$ cat src/design/fault_supervisor_pkg.sv
package fault_supervisor_pkg;

  // phase count of the controller
  localparam int PHASES = 4;

  // timing base
  localparam int CLOCK_PERIOD_PS = 10000;

  // delay from final target to ready release
  localparam int READY_RELEASE_DELAY_NS = 85000;
  localparam int READY_RELEASE_DELAY_CYCLES =
    (READY_RELEASE_DELAY_NS * 1000 + CLOCK_PERIOD_PS - 1) / CLOCK_PERIOD_PS;

  // slowest allowed reaction of the pwm outputs to a fault
  localparam int FAULT_REACTION_NS = 20;
  localparam int FAULT_REACTION_CYCLES =
    (FAULT_REACTION_NS * 1000 / CLOCK_PERIOD_PS) < 1 ? 1 :
    (FAULT_REACTION_NS * 1000 / CLOCK_PERIOD_PS);

  // hiccup off time in switching cycles
  localparam int HICCUP_SWITCH_CYCLES = 4096;

  // counter widths
  localparam int READY_COUNT_W = 14;
  localparam int HICCUP_COUNT_W = 13;

  // pin synchroniser layout
  localparam int PIN_SUPPLY = 0;
  localparam int PIN_BIAS = 1;
  localparam int PIN_TERM = 2;
  localparam int PIN_COUNT = 3;

  // reset values
  localparam logic [2:0] PIN_SYNC_RESET = 3'h0;

  // supervisor states, gray along the start path
  typedef enum logic [2:0] {
    ST_SHUTDOWN = 3'h0,
    ST_SOFTSTART = 3'h1,
    ST_SETTLE = 3'h3,
    ST_READY = 3'h2,
    ST_HICCUP = 3'h6,
    ST_OV_LATCHED = 3'h7,
    ST_CODE_OFF = 3'h5
  } state_e;

  // comparator results from the sampled analog front end
  typedef struct packed {
    logic under_voltage;       // sense below half the coded voltage
    logic ov_trip;             // sense above selected trip level
    logic ov_below_release;    // differential sense below ref + 75mV
    logic avg_over;            // sensed average current above 105uA
    logic monitor_over;        // current monitor pin above 1.11V
    logic fan_set;             // temperature pin below 39.1% of supply
    logic fan_clear;           // temperature pin above 45.1% of supply
    logic hot_set;             // temperature pin below 33.3% of supply
    logic hot_clear;           // temperature pin above hot release level
  } sense_s;

  // soft-start sequencer status
  typedef struct packed {
    logic code_valid;          // valid voltage code read after plateau
    logic code_off;            // off code read after plateau
    logic at_target;           // reference reached final target
  } sequence_s;

endpackage : fault_supervisor_pkg

$ cat src/design/regulator_fault_supervisor.sv
// Summary of operation
// ready held low while shut down; released after soft-start plus delay
// ready release delay is 85us after reference reaches target
// ready low on under/overvoltage, disable, power-on reset or off code
// undervoltage when sense is below half the coded voltage
// overvoltage protection armed from power-on reset, enabled or not
// trip level 1.273V until valid code, then reference plus 175mV
// overvoltage start drives all pwm outputs low within 20ns
// pwm high impedance below reference plus 75mV, low again on recurrence
// overvoltage stops switching until enable or supply reset, not code
// average current above 105uA triggers overcurrent shutdown
// current monitor above 1.11V triggers overcurrent shutdown
// overcurrent shutdown puts all pwm outputs high impedance within 20ns
// overcurrent off lasts 4096 switching cycles, then retry if enabled
// hiccup retries repeat until disabled or the fault clears
// phase over 129uA forces its pwm low for rest of cycle
// limited phase may resume next cycle; never shuts converter down
// thermal outputs open drain, valid only once enabled
// fan request below 39.1% of supply, cleared above 45.1%
// over temperature below 33.3% of supply, released at higher level
// off code after plateau shuts down until supply or enable recycle
// hiccup counter counts switching periods, restarts at each trip
// overvoltage beats overcurrent and blocks hiccup retry
`timescale 1ns/10ps
`default_nettype none

module regulator_fault_supervisor
  import fault_supervisor_pkg::*;
#(
  parameter int NUM_PHASES = PHASES,
  parameter int READY_DELAY = READY_RELEASE_DELAY_CYCLES,
  parameter int HICCUP_CYCLES = HICCUP_SWITCH_CYCLES
)
(
  input wire logic CLOCK,
  input wire logic RST_B,
  input wire logic SUPPLY_OK,
  input wire logic BIAS_ENABLE_INPUT,
  input wire logic TERMINATION_RAIL_ENABLE,
  input wire logic SWITCH_TICK,
  input wire logic [NUM_PHASES-1:0] PWM_DEMAND,
  input wire logic [NUM_PHASES-1:0] PHASE_OVER,
  input wire sense_s SENSE,
  input wire sequence_s SEQUENCE,
  output logic [NUM_PHASES-1:0] PWM_OUT,
  output logic [NUM_PHASES-1:0] PWM_OE,
  output logic SOFTSTART_RUN,
  output logic OV_THRESHOLD_SELECT,
  output logic REGULATOR_READY_OUT,
  output logic REGULATOR_READY_OUT_OE,
  output logic FAN_REQUEST_OUT,
  output logic FAN_REQUEST_OUT_OE,
  output logic OVER_TEMPERATURE_OUT,
  output logic OVER_TEMPERATURE_OUT_OE,
  output logic OVERVOLTAGE_GUARD,
  output logic OVERCURRENT_OFF
);

  // states in which the converter may switch
  function automatic logic is_running(input state_e s);
    is_running = (s == ST_SOFTSTART) || (s == ST_SETTLE) ||
      (s == ST_READY);
  endfunction : is_running

  logic [PIN_COUNT-1:0] pin_meta;
  logic [PIN_COUNT-1:0] pin_sync;
  logic enabled;
  logic enabled_prev;
  logic enable_fell;
  logic supply_ok;
  state_e state;
  state_e next_state;
  logic [READY_COUNT_W-1:0] ready_count;
  logic [HICCUP_COUNT_W-1:0] hiccup_count;
  logic ready_delay_done;
  logic hiccup_done;
  logic overcurrent;
  logic ov_latched;
  logic ov_drive_low;
  logic ov_now;
  logic code_valid_seen;
  logic [NUM_PHASES-1:0] phase_limited;
  logic fan_flag;
  logic hot_flag;

  // two flip-flop synchronisers for the supply and enable pins
  always_ff @(posedge CLOCK or negedge RST_B)
  begin
    if (!RST_B)
    begin
      pin_meta <= PIN_SYNC_RESET;
      pin_sync <= PIN_SYNC_RESET;
    end
    else
    begin
      pin_meta <= {TERMINATION_RAIL_ENABLE, BIAS_ENABLE_INPUT, SUPPLY_OK};
      pin_sync <= pin_meta;
    end
  end

  assign supply_ok = pin_sync[PIN_SUPPLY];
  assign enabled = pin_sync[PIN_SUPPLY] & pin_sync[PIN_BIAS] &
    pin_sync[PIN_TERM];
  assign enable_fell = enabled_prev & ~enabled;
  assign overcurrent = SENSE.avg_over | SENSE.monitor_over;
  // live overvoltage, only trusted while the supply is up
  assign ov_now = supply_ok & SENSE.ov_trip;
  assign ready_delay_done =
    (ready_count == READY_COUNT_W'(READY_DELAY - 1));
  assign hiccup_done =
    SWITCH_TICK && (hiccup_count == HICCUP_COUNT_W'(HICCUP_CYCLES - 1));

  // previous combined enable, for the falling edge
  always_ff @(posedge CLOCK or negedge RST_B)
  begin
    if (!RST_B)
      enabled_prev <= 1'b0;
    else
      enabled_prev <= enabled;
  end

  // overvoltage latch: armed whenever supply is up, cleared by supply loss or a falling enable
  always_ff @(posedge CLOCK or negedge RST_B)
  begin
    if (!RST_B)
      ov_latched <= 1'b0;
    else if (supply_ok && SENSE.ov_trip)
      ov_latched <= 1'b1;
    else if (!supply_ok || enable_fell)
      ov_latched <= 1'b0;
  end

  // crowbar low while over, release to high impedance below ref + 75mV
  always_ff @(posedge CLOCK or negedge RST_B)
  begin
    if (!RST_B)
      ov_drive_low <= 1'b0;
    else if (supply_ok && SENSE.ov_trip)
      ov_drive_low <= 1'b1;
    else if (!supply_ok || !ov_latched || SENSE.ov_below_release)
      ov_drive_low <= 1'b0;
  end

  // trip level stays at the fixed value until a valid code is seen
  always_ff @(posedge CLOCK or negedge RST_B)
  begin
    if (!RST_B)
      code_valid_seen <= 1'b0;
    else if (state == ST_SOFTSTART && SEQUENCE.code_valid &&
      !SEQUENCE.code_off)
      code_valid_seen <= 1'b1;
    else if (!is_running(state))
      code_valid_seen <= 1'b0;
  end

  // sequencing: overvoltage outranks every other cause except loss of enable while running or in off code
  always_comb
  begin
    next_state = state;
    case (state)
      ST_SHUTDOWN:
        if (ov_latched || ov_now)
          next_state = ST_OV_LATCHED;
        else if (enabled)
          next_state = ST_SOFTSTART;
      ST_SOFTSTART, ST_SETTLE, ST_READY:
        if (!enabled)
          next_state = ST_SHUTDOWN;
        else if (ov_latched || (supply_ok && SENSE.ov_trip))
          next_state = ST_OV_LATCHED;
        else if (overcurrent)
          next_state = ST_HICCUP;
        else if (state == ST_SOFTSTART && SEQUENCE.code_off)
          next_state = ST_CODE_OFF;
        else if (state == ST_SOFTSTART && SEQUENCE.at_target &&
          code_valid_seen)
          next_state = ST_SETTLE;
        else if (state == ST_SETTLE && ready_delay_done)
          next_state = ST_READY;
      ST_HICCUP:
        if (ov_latched || ov_now)
          next_state = ST_OV_LATCHED;
        else if (!enabled)
          next_state = ST_SHUTDOWN;
        else if (hiccup_done)
          next_state = ST_SOFTSTART;
      ST_OV_LATCHED:
        if (!ov_latched)
          next_state = ST_SHUTDOWN;
      ST_CODE_OFF:
        if (!enabled)
          next_state = ST_SHUTDOWN;
        else if (ov_latched)
          next_state = ST_OV_LATCHED;
      default:
        next_state = ST_SHUTDOWN;
    endcase
  end

  always_ff @(posedge CLOCK or negedge RST_B)
  begin
    if (!RST_B)
      state <= ST_SHUTDOWN;
    else
      state <= next_state;
  end

  // ready release delay, counted from reaching final target
  always_ff @(posedge CLOCK or negedge RST_B)
  begin
    if (!RST_B)
      ready_count <= '0;
    else if (state != ST_SETTLE)
      ready_count <= '0;
    else if (!ready_delay_done)
      ready_count <= ready_count + 1'b1;
  end

  // hiccup wait, one step per switching period
  always_ff @(posedge CLOCK or negedge RST_B)
  begin
    if (!RST_B)
      hiccup_count <= '0;
    else if (state != ST_HICCUP)
      hiccup_count <= '0;
    else if (SWITCH_TICK)
      hiccup_count <= hiccup_count + 1'b1;
  end

  // per-phase limit: held until next cycle start if current is back down
  generate
    for (genvar i = 0; i < NUM_PHASES; i++)
    begin : g_phase
      always_ff @(posedge CLOCK or negedge RST_B)
      begin
        if (!RST_B)
          phase_limited[i] <= 1'b0;
        else if (PHASE_OVER[i])
          phase_limited[i] <= 1'b1;
        else if (SWITCH_TICK)
          phase_limited[i] <= 1'b0;
      end

      always_ff @(posedge CLOCK or negedge RST_B)
      begin
        if (!RST_B)
        begin
          PWM_OUT[i] <= 1'b0;
          PWM_OE[i] <= 1'b0;
        end
        // crowbar holds until sense drops below the release level
        else if (ov_now ||
          (supply_ok && ov_drive_low && !SENSE.ov_below_release))
        begin
          PWM_OUT[i] <= 1'b0;
          PWM_OE[i] <= 1'b1;
        end
        else if (ov_latched || overcurrent || !is_running(next_state))
        begin
          PWM_OUT[i] <= 1'b0;
          PWM_OE[i] <= 1'b0;
        end
        else
        begin
          PWM_OUT[i] <= PWM_DEMAND[i] & ~PHASE_OVER[i] &
            ~(phase_limited[i] & ~SWITCH_TICK);
          PWM_OE[i] <= 1'b1;
        end
      end
    end
  endgenerate

  // thermal comparators with hysteresis
  always_ff @(posedge CLOCK or negedge RST_B)
  begin
    if (!RST_B)
    begin
      fan_flag <= 1'b0;
      hot_flag <= 1'b0;
    end
    else if (!enabled)
    begin
      fan_flag <= 1'b0;
      hot_flag <= 1'b0;
    end
    else
    begin
      if (SENSE.fan_set)
        fan_flag <= 1'b1;
      else if (SENSE.fan_clear)
        fan_flag <= 1'b0;
      if (SENSE.hot_set)
        hot_flag <= 1'b1;
      else if (SENSE.hot_clear)
        hot_flag <= 1'b0;
    end
  end

  // open-drain and status outputs, all registered
  always_ff @(posedge CLOCK or negedge RST_B)
  begin
    if (!RST_B)
    begin
      REGULATOR_READY_OUT <= 1'b0;
      REGULATOR_READY_OUT_OE <= 1'b1;
      FAN_REQUEST_OUT <= 1'b0;
      FAN_REQUEST_OUT_OE <= 1'b1;
      OVER_TEMPERATURE_OUT <= 1'b0;
      OVER_TEMPERATURE_OUT_OE <= 1'b1;
    end
    else
    begin
      REGULATOR_READY_OUT <= 1'b0;
      REGULATOR_READY_OUT_OE <= !(next_state == ST_READY &&
        !SENSE.under_voltage && !SENSE.ov_trip && !ov_latched &&
        enabled);
      FAN_REQUEST_OUT <= 1'b0;
      FAN_REQUEST_OUT_OE <= !fan_flag;
      OVER_TEMPERATURE_OUT <= 1'b0;
      OVER_TEMPERATURE_OUT_OE <= !hot_flag;
    end
  end

  // status levels for the sequencer and the system
  always_ff @(posedge CLOCK or negedge RST_B)
  begin
    if (!RST_B)
    begin
      SOFTSTART_RUN <= 1'b0;
      OV_THRESHOLD_SELECT <= 1'b0;
      OVERVOLTAGE_GUARD <= 1'b0;
      OVERCURRENT_OFF <= 1'b0;
    end
    else
    begin
      SOFTSTART_RUN <= is_running(next_state);
      OV_THRESHOLD_SELECT <= code_valid_seen && is_running(state);
      OVERVOLTAGE_GUARD <= ov_latched || (supply_ok && SENSE.ov_trip);
      OVERCURRENT_OFF <= (next_state == ST_HICCUP);
    end
  end

endmodule : regulator_fault_supervisor

`default_nettype wire

$ cat config.mk
export PLATFORM = sky130hd
export DESIGN_NAME = regulator_fault_supervisor
export DESIGN_NICKNAME = d
export VERILOG_FILES = /design/src/design/fault_supervisor_pkg.sv /design/src/design/regulator_fault_supervisor.sv
export SDC_FILE = /design/constraint.sdc
export NUM_CORES = 1
export LEC_CHECK = 0
export ABC_AREA = 1
export BUFFER_PORTS_ARGS = -buffer_cell sky130_fd_sc_hd__buf_2
export CORE_MARGIN = 2
export CORE_UTILIZATION = 50
export CTS_BUF_LIST = sky130_fd_sc_hd__clkbuf_16
export DETAILED_ROUTE_END_ITERATION = 8
export PLACE_DENSITY = 0.75
export SYNTH_ARGS = -nofsm -noshare
export SYNTH_HDL_FRONTEND = slang
export SYNTH_SLANG_ARGS = --single-unit
$ cat constraint.sdc
create_clock -name CLOCK -period 1.6 [get_ports CLOCK]
set_input_delay 0.16 -clock CLOCK [delete_from_list [all_inputs] [get_ports CLOCK]]
set_output_delay 0.16 -clock CLOCK [all_outputs]
set_load 0.02 [all_outputs]
# Word-level counts from Yosys, hierarchy flattened
# Index checks and enable logic that the tools add are counted.
[op_classes]
n_bitwise = 27
n_addsub = 2
n_reduce_logical = 46
n_eq_ne = 18
n_mux = 46
[ops]
columns = ["operator", "n"]
rows = [
  ["3-bit 2-to-1 mux", 14],
  ["14-bit 2-to-1 mux", 2],
  ["1-bit 2-to-1 mux", 27],
  ["13-bit 2-to-1 mux", 2],
  ["1-bit AND", 16],
  ["1-bit logical AND", 15],
  ["3-bit one-hot mux with 5 select lines", 1],
  ["14-bit by 1-bit adder with 14-bit output (second input constant)", 1],
  ["14-bit == test (second input constant)", 1],
  ["2-bit nonzero test", 7],
  ["13-bit by 1-bit adder with 13-bit output (second input constant)", 1],
  ["13-bit by 12-bit == test with 1-bit output (second input constant)", 1],
  ["3-bit by 2-bit == test with 1-bit output (second input constant)", 4],
  ["3-bit == test (second input constant)", 4],
  ["1-bit logical OR", 12],
  ["1-bit zero test", 10],
  ["1-bit NOT", 10],
  ["3-bit inequality test (second input constant)", 3],
  ["3-bit by 1-bit == test with 1-bit output (second input constant)", 2],
  ["3-bit zero test", 1],
  ["3-bit by 2-bit inequality test with 1-bit output (second input constant)", 1],
  ["3-bit OR reduction", 1],
  ["2-bit by 1-bit inequality test with 1-bit output (second input constant)", 1],
  ["2-bit inequality test (second input constant)", 1],
  ["1-bit bitwise OR", 1],
]
[word_totals]
output_inout_bits = 18
in_bits = 26
register_bits = 58
word_cells = 166

# Depth between registers and ports, before layout
[logic_depth]
ltp_word = 16
depth_mapped = 13
ltp_nobuf = 13

# Worst setup path after synthesis
# OpenSTA, ideal clock, no wires.
[synth_timing]
path_type = "register to register"
start = "reg hiccup_count[0]"
end = "reg hiccup_count[10]"
setup_ps = 123
path_stages_with_launch = 9
path_buffers = 0
t_required_ps = 1477
t_arrival_ps = 1413
period_less_slack_ps = 1537
slack_ps = 63
cell_sequence = "dfrtp_1 -> ha_1 -> inv_1 -> nor4_4 -> nand4_1 -> inv_1 -> nand3_1 -> o21ai_0 -> a21oi_1"
[synth_between]
elab_chain_len = 3
[synth_rtl]
columns = ["item", "line", "text"]
rows = [
  ["from (decl)", "regulator_fault_supervisor.sv:74", "logic [HICCUP_COUNT_W-1:0] hiccup_count;"],
  ["from (signal assigned)", "regulator_fault_supervisor.sv:227", "hiccup_count <= hiccup_count + 1'b1;"],
  ["13-bit by 1-bit adder with 13-bit output", "regulator_fault_supervisor.sv:227", ""],
  ["13-bit 2-to-1 mux", "regulator_fault_supervisor.sv:226", "else if (SWITCH_TICK)"],
  ["13-bit 2-to-1 mux", "regulator_fault_supervisor.sv:224", "else if (state != ST_HICCUP)"],
]
# Every way passes these cells. The select of a mux whose other input is x is not followed.
# A chain may end at the register's enable or synchronous reset.

# Worst setup path in the final report
[layout_timing]
start = "reg state[0]"
end = "reg PWM_OE[2]"
[layout_between]
elab_chain_len = 16
word_cells_on_any_way = 36
classes_between = "eq/ne: 9; mux: 17; reduce/logical: 10"
[layout_rtl]
columns = ["item", "line", "text"]
rows = [
  ["from (decl)", "regulator_fault_supervisor.sv:71", "state_e state;"],
  ["from (signal assigned)", "regulator_fault_supervisor.sv:205", "state <= next_state;"],
  ["3-bit by 2-bit == test with 1-bit output or 3-bit by 1-bit == test with 1-bit output (tied branches)", "n/a", ""],
  ["1-bit logical AND (on tied branches)", "regulator_fault_supervisor.sv:178, regulator_fault_supervisor.sv:175", ""],
  ["3-bit 2-to-1 mux or 1-bit logical AND (tied branches)", "regulator_fault_supervisor.sv:178, regulator_fault_supervisor.sv:175", ""],
  ["3-bit 2-to-1 mux", "regulator_fault_supervisor.sv:175", "else if (state == ST_SOFTSTART && SEQUENCE.at_target &&"],
  ["3-bit 2-to-1 mux", "regulator_fault_supervisor.sv:173", "else if (state == ST_SOFTSTART && SEQUENCE.code_off)"],
  ["3-bit 2-to-1 mux", "regulator_fault_supervisor.sv:171", "else if (overcurrent)"],
  ["3-bit 2-to-1 mux", "regulator_fault_supervisor.sv:169", "else if (ov_latched || (supply_ok && SENSE.ov_trip))"],
  ["3-bit 2-to-1 mux", "regulator_fault_supervisor.sv:167", "if (!enabled)"],
  ["3-bit one-hot mux with 5 select lines (*)", "regulator_fault_supervisor.sv:160", "case (state)"],
  ["3-bit by 1-bit == test with 1-bit output or 3-bit by 2-bit == test with 1-bit output (tied branches)", "regulator_fault_supervisor.sv:61", "is_running = (s == ST_SOFTSTART) || (s == ST_SETTLE) ||"],
  ["1-bit logical OR", "regulator_fault_supervisor.sv:61", ""],
  ["1-bit logical OR (*)", "regulator_fault_supervisor.sv:61", ""],
  ["1-bit zero test (*)", "regulator_fault_supervisor.sv:258", "else if (ov_latched || overcurrent || !is_running(next_state))"],
  ["1-bit logical OR (*)", "regulator_fault_supervisor.sv:258", ""],
  ["1-bit 2-to-1 mux (*)", "regulator_fault_supervisor.sv:258", ""],
  ["1-bit 2-to-1 mux (*)", "regulator_fault_supervisor.sv:252", "else if (ov_now ||"],
  ["to (signal, indexed assignment)", "regulator_fault_supervisor.sv:249", "PWM_OE[i] <= 1'b0;"],
  ["to (signal, indexed assignment)", "regulator_fault_supervisor.sv:256", "PWM_OE[i] <= 1'b1;"],
  ["to (signal, indexed assignment)", "regulator_fault_supervisor.sv:261", "PWM_OE[i] <= 1'b0;"],
  ["to (decl)", "regulator_fault_supervisor.sv:46", "output logic [NUM_PHASES-1:0] PWM_OE,"],
]
# Mark *: on every way between the ends. The rest lies on a longest branch, timed or not.

==> results.md <==
- Run status: finished with violations
- Failing checks: setup timing
- Buffers & Inverters on Critical Path: 1
- Ys flop type: dfrtp_1
- Hold Crit Class: input pin to flip-flop
- Worst-path fanout max: 7
- Slew @ Worst Pin: 584 ps
- Clock Sink Count: 58
- Clock Tree Buf Depth: 2
- GRT Residual Overflow: 0
- Share of layout cells above drive strength 1: 0.391
- Max Clock Skew: 5.08 ps
- Final worst slack: -54.5 ps
- Post-synthesis register bit count: 58
- Setup crit end kind: flip-flop
- Clock Latency Late Sink: 320 ps
- CTS tree: yes
- Synth cell types: 35
- Compound-Gate Fraction of Synth Area: 0.101
- Final hold viol count: 0
- Critical Path Start Type: flip-flop
- # rows: 26
- VDD IR max: 0.00100 V
- Ant diodes: 0
- Arr. time, crit path: 1850 ps
- Post-Synth XOR/XNOR Area: 0.00328
- Largest net degree at the start of global routing: 28
- Pwr dens: 1170 mW/mm^2
- Multi-input gate area: 0.00118 mm^2
- Vias in the first global route: 2268
- Post-DR vias/cell: 5.04
- Crit path max-delay family: simple AND/OR/NAND/NOR gates
- Slew margin rel.: 0.610
- CP cell instances: inv_2, nor3_4, nand3_2, nand3_2, nand2_1, nand2_1, nand2_2, nor2_4, nand2_2, nand3_4, nand2_2
- DIE WIDTH: 77.1 um
- Die ar.: 0.00595 mm^2
- Setup_tns: -178 ps
- Multiplexer area fraction after synthesis: 0
- Wire per inst: 13.9 um
- Sequential element share of the synthesized area: 0.544
- Die Y: 77.1 um
- Worst path slowest cell: dfrtp_2
- Post-synth EDFFs: 0
- Post-synthesis simple-gate area fraction: 0.247
- Core area: 0.00514 mm^2
- Final worst path period need: 1650 ps
- Final setup violation count: 5
- Slew Limit Fails: 0
- Worst EP required: 1790 ps
- DP Wirelength: 3970 um
- WL final: 6640 um
- Mean Syn Cell Area: 8.57 um^2
- Starting density of the core: 0.520
- Inserted Clock Buffers: 9
- Root Buffer: clkbuf_16
- Vias after detailed routing: 2416
- Max Cap Viol: 0
- Filler cell count in the final layout: 364
- DRC: 0
- Gpl congestion: 0.866
- Sequential cell area: 0.00146 mm^2
- Fmax achieved: 0.604 GHz
- Main combinational cell family by area after synthesis: simple AND/OR/NAND/NOR gates
- Clk slew on worst S/H paths: 50 ps
- WS Path Type: flip-flop to flip-flop
- Final net count: 432
- Iter 0 DRT Violations: 166
- Critical Path Max Stage Delay: 460 ps
- Port Buf Inserts: 40
- Tot Pwr: 4420 uW
- IO Count: 44
- Initial DRT Pass Iterations: 4
- Synth async-reset ratio: 1.00
- Initial antenna violation count: 0
- Synth Area in Adders: 0.00936
- CP most frequent cell: nand2_2
- Leak Pwr: 0.00183 uW
- YS warnings: 0
- RSZ-0062 raised after global routing: yes
- GRT Total Usage: 0.215
- Synth Instances: 312
- Post-route ant nets: 0
- Syn-to-layout area delta: 41.9%
- First-pass GRT wire length: 10000 um
- Synth Cell Area: 0.00267 mm^2
- H-tree depth: 3
- Tcrit/Tclk final: 1.03
-- power breakdown --
| part | internal, uW | switching [uW] | leakage, uW |
|---|---|---|---|
| combinational | 372 | 572 | 0.000928 |
| clock | 1170 | 615 | 0.000148 |
| sequential | 1570 | 118 | 0.000757 |
| total | 3110 | 1310 | 0.00183 |
-- sequential cells by signal (all words and copies together), names as in the netlist, 3 cells and up --
register / cells
hiccup_count: 13
state: 3
pin_meta: 3
phase_limited: 4
pin_sync: 3
ready_count: 14
PWM_OUT: 4
-- timing repair --
action	CTS	global route
pin swaps	5	31
hold buffers	4	0
endpoints found under the hold margin	23	0
resized for setup	7	62
setup endpoints to repair	9	20
buffers inserted	7	15
-- cell families (layout without fill, tap and decap cells) --
family / after synthesis / after routing
xor+xnor: 1 / 1
compound gates: 49 / 49
fa+ha+maj: 2 / 2
buf+inv: 61 / 156
flops: 58 / 58
simple gates: 140 / 140
other cells: 1 / 3
-- Yosys cell counts, types with 3 or more instances --
cell	instances	area (um^2)
nor2_1	37	139
nand3_1	18	90.1
nor3_1	11	55.1
dfstp_2	3	78.8
dfrtp_1	55	1380
nand4_1	7	43.8
o21ai_0	15	75.1
inv_1	50	188
buf_4	6	45.0
nand2_1	53	199
nand3_2	3	30.0
a21oi_1	24	120
-- layer usage --
layer / share of wire / up-vias / wire length (um) / track usage
met3: 0.058 / 16 / 384 / 0.0776
li1: - / 1185 / - / -
met4: 0.020 / 0 / 132 / 0.0750
met1: 0.42 / 1144 / 2760 / 0.265
met5: 0 / - / 0 / 0
met2: 0.51 / 71 / 3370 / 0.349
-- path summary, 6_finish.rpt --
| check | slack (ps) | endpoint | cells after the start | start |
|---|---|---|---|---|
| max | -50 | PWM_OE[2]$_DFF_PN0_ | 11 | state[0]$_DFF_PN0_ |
| min | 30 | phase_limited[0]$_DFFE_PN0P_ | 2 | PHASE_OVER[0] |
| max reg2reg | -50 | PWM_OE[2]$_DFF_PN0_ | 11 | state[0]$_DFF_PN0_ |
| min reg2reg | 350 | pin_sync[0]$_DFF_PN0_ | 0 | pin_meta[0]$_DFF_PN0_ |
| max in group asynchronous | 670 | state[2]$_DFF_PN0_ | 3 | RST_B |
| min in group asynchronous | 370 | OV_THRESHOLD_SELECT$_DFF_PN0_ | 2 | RST_B |
-- through the flow --
stage           util  setup slack [ps]  hold slack (ps)  instance area, um^2  std cells
6_report       0.738             -54.5             28.5                 3790        479
5_1_grt        0.738              -192             25.6                 3790        479
4_1_cts        0.678             -12.7             22.6                 3480        465
3_5_place_dp   0.602             -52.5              202                 3100        438
3_3_place_gp   0.602              27.9              181                 3100        438
2_1_floorplan      -              63.1             -136                 2680        314
-- final cells by class --
cell class | count | share of cell area
well taps | 70 | 0.0231
clock buffers | 9 | 0.0594
flip-flops and latches | 58 | 0.385
repair buffers | 88 | 0.155
clock inverters | 7 | 0.0142
inverters | 52 | 0.0528
multi-input cells | 195 | 0.311
-- cell usage in the layout, fill, tap and decap left out, types with 8 or more instances in the layout --
| master | count |
|---|---|
| dfrtp_1 | 52 |
| o21ai_0 | 11 |
| inv_1 | 46 |
| nor3_1 | 8 |
| nand2_1 | 42 |
| nor2_1 | 26 |
| buf_4 | 42 |
| nand3_2 | 9 |
| clkbuf_16 | 9 |
| nand2_2 | 10 |
| a21oi_1 | 21 |
| nand3_1 | 11 |
| buf_2 | 40 |
Note: power is estimated with default switching activity, not from simulation.
